$ cat config.mk
export PLATFORM = sky130hd
export DESIGN_NAME = xcr_regs
export DESIGN_NICKNAME = d
export VERILOG_FILES = /design/src/shared/xcr_pkg.sv /design/src/rtl/xcr_regs.sv
export SDC_FILE = /design/constraint.sdc
export NUM_CORES = 1
export LEC_CHECK = 0
export BUFFER_PORTS_ARGS = -buffer_cell sky130_fd_sc_hd__buf_2
export CAP_MARGIN = 10
export CORE_UTILIZATION = 57
export CTS_BUF_LIST = sky130_fd_sc_hd__clkbuf_16
export CTS_CLUSTER_DIAMETER = 200
export CTS_CLUSTER_SIZE = 20
export DETAILED_ROUTE_END_ITERATION = 16
export MAX_ROUTING_LAYER = met4
export PLACE_DENSITY = 0.85
export REMOVE_ABC_BUFFERS = 1
export SYNTH_ARGS = -nofsm -noshare
export SYNTH_HDL_FRONTEND = slang
export SYNTH_SLANG_ARGS = --single-unit
$ cat constraint.sdc
create_clock -name core_clk -period 3.3 [get_ports core_clk]
set_input_delay 0.66 -clock core_clk [delete_from_list [all_inputs] [get_ports core_clk]]
set_output_delay 0.66 -clock core_clk [all_outputs]
set_load 0.01 [all_outputs]
$ cat src/shared/xcr_pkg.sv
// Package: register map, field layout and types of the crosstalk calibration slice
package xcr_pkg;

  // ----------------------------------------
  // Bus widths
  // ----------------------------------------
  localparam int unsigned ADDR_W = 8;
  localparam int unsigned DATA_W = 24;

  // ----------------------------------------
  // Register offsets (register index on the control interface)
  // ----------------------------------------
  localparam logic [7:0] XTALK_TX2_LOW_INPHASE_AND_COEFF_OFS = 8'h37;
  localparam logic [7:0] XTALK_TX2_LOW_QUAD_AND_COEFF_OFS = 8'h38;
  localparam logic [7:0] XTALK_TX2_HIGH_INPHASE_AND_COEFF_OFS = 8'h39;
  localparam logic [7:0] XTALK_TX2_HIGH_QUAD_AND_SCALING_OFS = 8'h3a;
  localparam logic [7:0] INPHASE_READBACK_OFS = 8'h3b;
  localparam logic [7:0] QUADRATURE_READBACK_OFS = 8'h3c;

  // ----------------------------------------
  // Field positions
  // ----------------------------------------
  localparam int unsigned COEFF_LSB = 16;
  localparam int unsigned COEFF_W = 8;
  localparam int unsigned XT_LSB = 0;
  localparam int unsigned XT_W = 16;
  localparam int unsigned TEMP_EN_BIT = 16;
  localparam int unsigned TEMP_SCALE_LSB = 17;
  localparam int unsigned SCALE_W = 3;
  localparam int unsigned AMB_SCALE_LSB = 20;
  localparam int unsigned RSVD_BIT = 23;

  // ----------------------------------------
  // Reset values
  // ----------------------------------------
  localparam logic [7:0] COEFF_RST = 8'h00;
  localparam logic [15:0] XT_RST = 16'h0000;
  localparam logic TEMP_EN_RST = 1'b0;
  localparam logic [2:0] AMB_SCALE_RST = 3'h4;
  localparam logic [2:0] TEMP_SCALE_RST = 3'h5;
  localparam logic [23:0] READBACK_RST = 24'h000000;

  // ----------------------------------------
  // Types
  // ----------------------------------------
  typedef struct packed {
    logic wr_en;
    logic rd_en;
    logic [7:0] addr;
    logic [23:0] wdata;
  } xcr_req_type;

  typedef struct packed {
    logic [7:0] illum_temp_coeff_quad_ch0_low;
    logic [7:0] main_temp_coeff_inphase_ch0_low;
    logic [7:0] main_temp_coeff_quad_ch0_low;
    logic [15:0] ch2_low_inphase_xt;
    logic [15:0] ch2_low_quad_xt;
    logic [15:0] ch2_high_inphase_xt;
    logic [15:0] ch2_high_quad_xt;
    logic [2:0] ambient_coeff_scale;
    logic [2:0] temperature_coeff_scale;
    logic temp_correction_enable;
  } xcr_cfg_type;

  typedef struct packed {
    logic [23:0] inphase_readback_value;
    logic [23:0] quad_readback_value;
  } xcr_iq_type;

  typedef struct packed {
    xcr_cfg_type cfg;
    xcr_iq_type iq;
    logic [23:0] rdata;
    logic rvalid;
  } xcr_state_type;

endpackage

$ cat src/rtl/xcr_regs.sv
// Module: crosstalk calibration register slice, offsets 37h to 3Ch
`timescale 1ns/1ps
// Operation
// - 37h[23:16] illumination-sensor quad temp coefficient, ch0 low, RW, reset zero.
// - 37h[15:0] ch2 low-current in-phase crosstalk, RW, reset zero.
// - 38h[23:16] on-chip-sensor in-phase temp coefficient, ch0 low, RW, reset zero.
// - 38h[15:0] ch2 low-current quadrature crosstalk, RW, reset zero.
// - 39h[23:16] on-chip-sensor quad temp coefficient, ch0 low, RW, reset zero.
// - 39h[15:0] ch2 high-current in-phase crosstalk, RW, reset zero.
// - 3Ah[15:0] ch2 high-current quadrature crosstalk, RW, reset zero.
// - 3Ah bit 16 enables temperature crosstalk correction, reset zero.
// - 3Ah[22:20] ambient coefficient scale, RW, reset four.
// - 3Ah[19:17] temperature coefficient scale, RW, reset five.
// - 3Bh reads the 24-bit in-phase value sampled from iq_in.
// - 3Ch reads the 24-bit quadrature value sampled from iq_in the same way.
module xcr_regs
  import xcr_pkg::*;
(
  input wire logic core_clk,
  input wire logic rst,
  input wire xcr_pkg::xcr_req_type req,
  input wire xcr_pkg::xcr_iq_type iq_in,
  output logic [xcr_pkg::DATA_W-1:0] rdata,
  output logic rvalid,
  output xcr_pkg::xcr_cfg_type cfg
);
  import xcr_pkg::*;

  // ----------------------------------------
  // State
  // ----------------------------------------
  xcr_state_type state_r;
  xcr_state_type state_nxt;

  function automatic logic [23:0] pack_reg(input logic [7:0] hi, input logic [15:0] lo);
    pack_reg = {hi, lo};
  endfunction

  // ----------------------------------------
  // Next state
  // ----------------------------------------
  always_comb begin
    state_nxt = state_r;
    state_nxt.rvalid = 1'b0;
    // Readback values sampled from iq_in every cycle
    state_nxt.iq = iq_in;
    if (req.wr_en) begin
      case (req.addr)
        XTALK_TX2_LOW_INPHASE_AND_COEFF_OFS: begin
          state_nxt.cfg.illum_temp_coeff_quad_ch0_low =
            req.wdata[COEFF_LSB +: COEFF_W];
          state_nxt.cfg.ch2_low_inphase_xt = req.wdata[XT_LSB +: XT_W];
        end
        XTALK_TX2_LOW_QUAD_AND_COEFF_OFS: begin
          state_nxt.cfg.main_temp_coeff_inphase_ch0_low =
            req.wdata[COEFF_LSB +: COEFF_W];
          state_nxt.cfg.ch2_low_quad_xt = req.wdata[XT_LSB +: XT_W];
        end
        XTALK_TX2_HIGH_INPHASE_AND_COEFF_OFS: begin
          state_nxt.cfg.main_temp_coeff_quad_ch0_low =
            req.wdata[COEFF_LSB +: COEFF_W];
          state_nxt.cfg.ch2_high_inphase_xt = req.wdata[XT_LSB +: XT_W];
        end
        XTALK_TX2_HIGH_QUAD_AND_SCALING_OFS: begin
          state_nxt.cfg.ch2_high_quad_xt = req.wdata[XT_LSB +: XT_W];
          state_nxt.cfg.temp_correction_enable = req.wdata[TEMP_EN_BIT];
          state_nxt.cfg.ambient_coeff_scale = req.wdata[AMB_SCALE_LSB +: SCALE_W];
          state_nxt.cfg.temperature_coeff_scale =
            req.wdata[TEMP_SCALE_LSB +: SCALE_W];
          // Bit 23 is not stored, so it always reads zero
        end
        // Readback offsets and unmapped offsets fall here untouched
        default: begin
          state_nxt.cfg = state_r.cfg;
        end
      endcase
    end
    if (req.rd_en) begin
      state_nxt.rvalid = 1'b1;
      case (req.addr)
        XTALK_TX2_LOW_INPHASE_AND_COEFF_OFS: begin
          state_nxt.rdata = pack_reg(state_r.cfg.illum_temp_coeff_quad_ch0_low,
                                     state_r.cfg.ch2_low_inphase_xt);
        end
        XTALK_TX2_LOW_QUAD_AND_COEFF_OFS: begin
          state_nxt.rdata = pack_reg(state_r.cfg.main_temp_coeff_inphase_ch0_low,
                                     state_r.cfg.ch2_low_quad_xt);
        end
        XTALK_TX2_HIGH_INPHASE_AND_COEFF_OFS: begin
          state_nxt.rdata = pack_reg(state_r.cfg.main_temp_coeff_quad_ch0_low,
                                     state_r.cfg.ch2_high_inphase_xt);
        end
        XTALK_TX2_HIGH_QUAD_AND_SCALING_OFS: begin
          state_nxt.rdata = {1'b0, state_r.cfg.ambient_coeff_scale,
                             state_r.cfg.temperature_coeff_scale,
                             state_r.cfg.temp_correction_enable,
                             state_r.cfg.ch2_high_quad_xt};
        end
        INPHASE_READBACK_OFS: begin
          state_nxt.rdata = state_r.iq.inphase_readback_value;
        end
        QUADRATURE_READBACK_OFS: begin
          state_nxt.rdata = state_r.iq.quad_readback_value;
        end
        default: begin
          state_nxt.rdata = READBACK_RST;
        end
      endcase
    end
  end

  // ----------------------------------------
  // Registers
  // ----------------------------------------
  always_ff @(posedge core_clk) begin
    if (rst) begin
      state_r.cfg.illum_temp_coeff_quad_ch0_low <= COEFF_RST;
      state_r.cfg.main_temp_coeff_inphase_ch0_low <= COEFF_RST;
      state_r.cfg.main_temp_coeff_quad_ch0_low <= COEFF_RST;
      state_r.cfg.ch2_low_inphase_xt <= XT_RST;
      state_r.cfg.ch2_low_quad_xt <= XT_RST;
      state_r.cfg.ch2_high_inphase_xt <= XT_RST;
      state_r.cfg.ch2_high_quad_xt <= XT_RST;
      state_r.cfg.ambient_coeff_scale <= AMB_SCALE_RST;
      state_r.cfg.temperature_coeff_scale <= TEMP_SCALE_RST;
      state_r.cfg.temp_correction_enable <= TEMP_EN_RST;
      state_r.iq.inphase_readback_value <= READBACK_RST;
      state_r.iq.quad_readback_value <= READBACK_RST;
      state_r.rdata <= READBACK_RST;
      state_r.rvalid <= 1'b0;
    end else begin
      state_r <= state_nxt;
    end
  end

  // ----------------------------------------
  // Outputs
  // ----------------------------------------
  assign rdata = state_r.rdata;
  assign rvalid = state_r.rvalid;
  // Live fields, so the next measurement sees a new value from the cycle after the write
  assign cfg = state_r.cfg;

endmodule // xcr_regs

* After elaboration in Yosys (flattened, before gate mapping) *
Cells that the tools add are included.

word-level totals
  register bits = 168
  output and inout bits = 120

operators by class
  reductions and logical operators = 4
  multiplexer cells = 2
  equal/unequal tests = 6

operator list
  kind                                                             number
  24-bit one-hot mux with 6 select lines                           1
  8-bit by 6-bit == test with 1-bit output, second input constant  6
  2-bit AND reduction                                              4
  1-bit two-way mux                                                1

* Logic depth before layout (Yosys ltp) *
  depth after elaboration = 2
  mapped depth = 8
  gate-level depth less buffers = 4

* Least setup slack after synthesis *
OpenSTA, ideal clock, no wires.

  path type = in2reg
  start point = input req[24] (netlist bit)
  end point = register, netlist name rdata[19]
  setup time = 0.137 ns
  stages on the path = 6
  path buffers = 2
  arrival = 1.792 ns
  data required time = 3.163 ns
  slack = 1.370 ns
  cells stage by stage = buf_4 buf_4 mux4_2 and3_1 a221oi_1 a211oi_1

between the ends
  longest elaborated chain between the ends = 2
  elaborated cells between the ends (all ways) = 7
  classes of those cells = eq/ne: 6; mux: 1

RTL lines
  element                                   RTL line        RTL
  from (decl)                               xcr_regs.sv:21  input wire xcr_pkg::xcr_req_type req,
  8-bit by 6-bit == test with 1-bit output  xcr_regs.sv:80  case (req.addr)
  24-bit one-hot mux with 6 select lines *  xcr_regs.sv:80

Every way passes the cells marked *; elsewhere a longest branch is shown, timed or not.
A chain may end at the register's enable or synchronous reset.

* Worst setup path in the final report *
  start point = input req[25] (netlist bit)
  end point = register, netlist name cfg[4]

between the ends
  longest elaborated chain between the ends = 2

RTL lines
  element                                   RTL line        RTL
  8-bit by 6-bit == test with 1-bit output  xcr_regs.sv:48  case (req.addr)
  2-bit AND reduction (no line)             -

Every way passes these cells.

==> results.yml <==
status:
  status: "completed"
floorplan:
  coreArea_um2: 12700
  fp-row-count: 41
  dieArea_um2: 13600
  start_util_pct: 58.8
  die_y_um: 117
  die_w_um: 117
  num_io_pins: 204
synthesis:
  yosysTopAreaCell: "dfxtp_1"
  seq_area_frac_synth_pct: 45.0
  syn_area_um2: 7480
  synth_area_per_cell_um2: 8.96
  synth.most_common_cell: "nand2_1"
  synthDistinctLibCells: 33
  synth_edf_count: 0
  synth-simple-area-share_pct: 19.2
  synth_compound_area_share_pct: 13.0
  netlist_instances: 835
  async_flop_share_pct: 0
  synth_area_leaders: "dfxtp_1, buf_4, nand2_1"
  synth-seq-cells: 168
  netlist.area_leader.share_pct: 45.0
  synth_fa_ha_area_share_pct: 0
  synthXorXnorAreaFrac_pct: 0
  synth_top_family_by_area: "simple AND/OR/NAND/NOR gates"
  synth_common_cells: "nand2_1, dfxtp_1, buf_4, a21oi_1, nor2b_1"
  synthFlopType: "dfxtp_1"
  yosys_warnings: 0
  synth_mux_area_share_pct: 6.46
critical_path:
  cp_cell_sequence: "buf_2 > and2b_1 > nand4_1 > buf_4 > nand2_1 > a21oi_1"
  worst-path-max-fanout: 21
  worstSetupPathType: "in -> reg"
  crit_slowest_cell: "nand4_1"
  crit_arrival_ps: 2420
  cp_num_buf_inv: 2
  crit_family: "simple AND/OR/NAND/NOR gates"
  endpoint_kind: "flip-flop"
  start_kind: "input port"
  worstPathRequired_ps: 3590
  slowest_delay_ps: 470
placement:
  place_congestion: 0.805
  place_hpwl_um: 12900
  io_buffer_count: 203
drt:
  ant_nets: 0
  drc: 0
  vias: 5963
  wl_um: 19500
  wire_per_inst_um: 18.0
  drt-pass1-iter-count: 5
  via_per_inst: 5.50
  first_iter_violations: 668
sta:
  period_needed_ps: 2130
  hold_viol: 0
  worst_pin_slew_ps: 952
  slew_headroom_pct: 36.6
  drv_slew: 0
  whs_ps: 438
  clock_skew_ps: 6.32
  min_period_over_period_pct: 64.5
  max_freq_mhz: 470
  finalSetupViolCount: 0
  rsz0062_at_grt: "no"
global_routing:
  grt.total_usage_pct: 30.6
  grt_max_degree: 90
  antenna_found_initial: 0
  grt_pass1_vias: 5560
  grt_pass1_wl_um: 29600
  overflow: 0
final_layout:
  drive_gt1_share_pct: 32.3
  area_growth_pct: 10.5
  diodes: 0
  nNetsFinal: 985
worst_hold_path:
  min_path_type: "in -> reg"
clock_tree:
  clk_pin_slew_ps: 60
  cts_made_buffers: 17
  clkSinkCount: 168
  insertion_delay_ps: 430
  cts_hold_buf: 0
  root_buffer: "clkbuf_16"
  cts_max_level: 4
  cts_max_path_buffers: 2
  cts_tree: "yes"
  cts_resized: 0
  post-cts-setup-buffers: 0
power:
  total_power_mw: 4.21
  seqPwrFrac_pct: 49.7
  power_density_nw_per_um2: 510
  ir_worst_vdd_mv: 0.398
  combPwrFrac_pct: 6.0
  internal_power_mw: 3.27
  p_switching_mw: 0.944
  clock_power_share_pct: 44.3
  swShare_pct: 22.4
  p_leak_nw: 3.43
flow_run:
  drv_cap: 0
[final timing paths]
check                                from           to  slack (ps)  depth (start not counted)
worst min-delay path            iq_in[19]  state_r[44]         440                          2
worst min register to register    cfg[38]      cfg[38]         470                          2
worst max-delay path              req[25]       cfg[4]        1170                          6
worst max register to register    cfg[23]     rdata[0]        1820                          4
[metrics by stage]
stage	std cells	worst slack (ps)	setup TNS (ps)	utilization (%)	cell area [um2]
2_1_floorplan	655	-1400	-152370	-	6250
3_3_place_gp	1054	807	0	60.7	7720
3_5_place_dp	1054	780	0	60.7	7720
4_1_cts	1085	1200	0	64.9	8260
5_1_grt	1085	1070	0	64.9	8260
6_report	1085	1170	0	64.9	8260
[placed cells by master, fill, tap and decap left out, drive strengths merged, types with 2 or more instances in the layout]
cell      count
dfxtp       168
bufinv        2
and4          3
nor2         25
nor2b        51
nand3        21
a221oi        6
clkbuf       17
nand3b        3
a311oi       13
mux2          4
mux4         19
nand2       192
and3          8
a22oi        21
clkinv        6
clkinvlp      2
a21oi        93
nand4         3
and2b         2
buf         227
a211oi       10
o221a         4
inv           4
and4b         2
[layout make-up]
type / instances / area, um2
Multi-Input combinational cell: 487 / 2910
Clock inverter: 14 / 120
Clock buffer: 17 / 425
Tap cell: 172 / 215
Fill cell: 1083 / 4460
Sequential cell: 168 / 3360
Timing Repair Buffer: 227 / 1220
[metal layers]
layer  GRT usage, %  routed length, um
met1           37.5               8050
met2           48.0               9380
met3           8.56               1720
met4           11.3                391
met5              -                  0
[sequential cells by signal, summed over array words and instances (netlist names)]
register	flops
cfg	95
state_r	48
rdata	24
rvalid	1
[power groups by stage]
stage / clock network, mW / logic [mW] / registers [mW]
floorplan: 0 / 0.0768 / 2.14
global placement: 0 / 0.246 / 2.14
detailed placement: 0 / 0.247 / 2.14
CTS: 1.88 / 0.250 / 2.09
global route: 1.99 / 0.272 / 2.10
finish: 1.87 / 0.251 / 2.09
[cells by family (layout without fill, tap and decap cells)]
logic type / count (synthesis) / count (layout)
buffers and inverters: 180 / 258
muxes: 24 / 24
AOI/OAI and AO/OA: 149 / 149
DFF: 168 / 168
and+or+nand+nor: 314 / 314
Note: power is estimated with default switching activity, not from simulation.
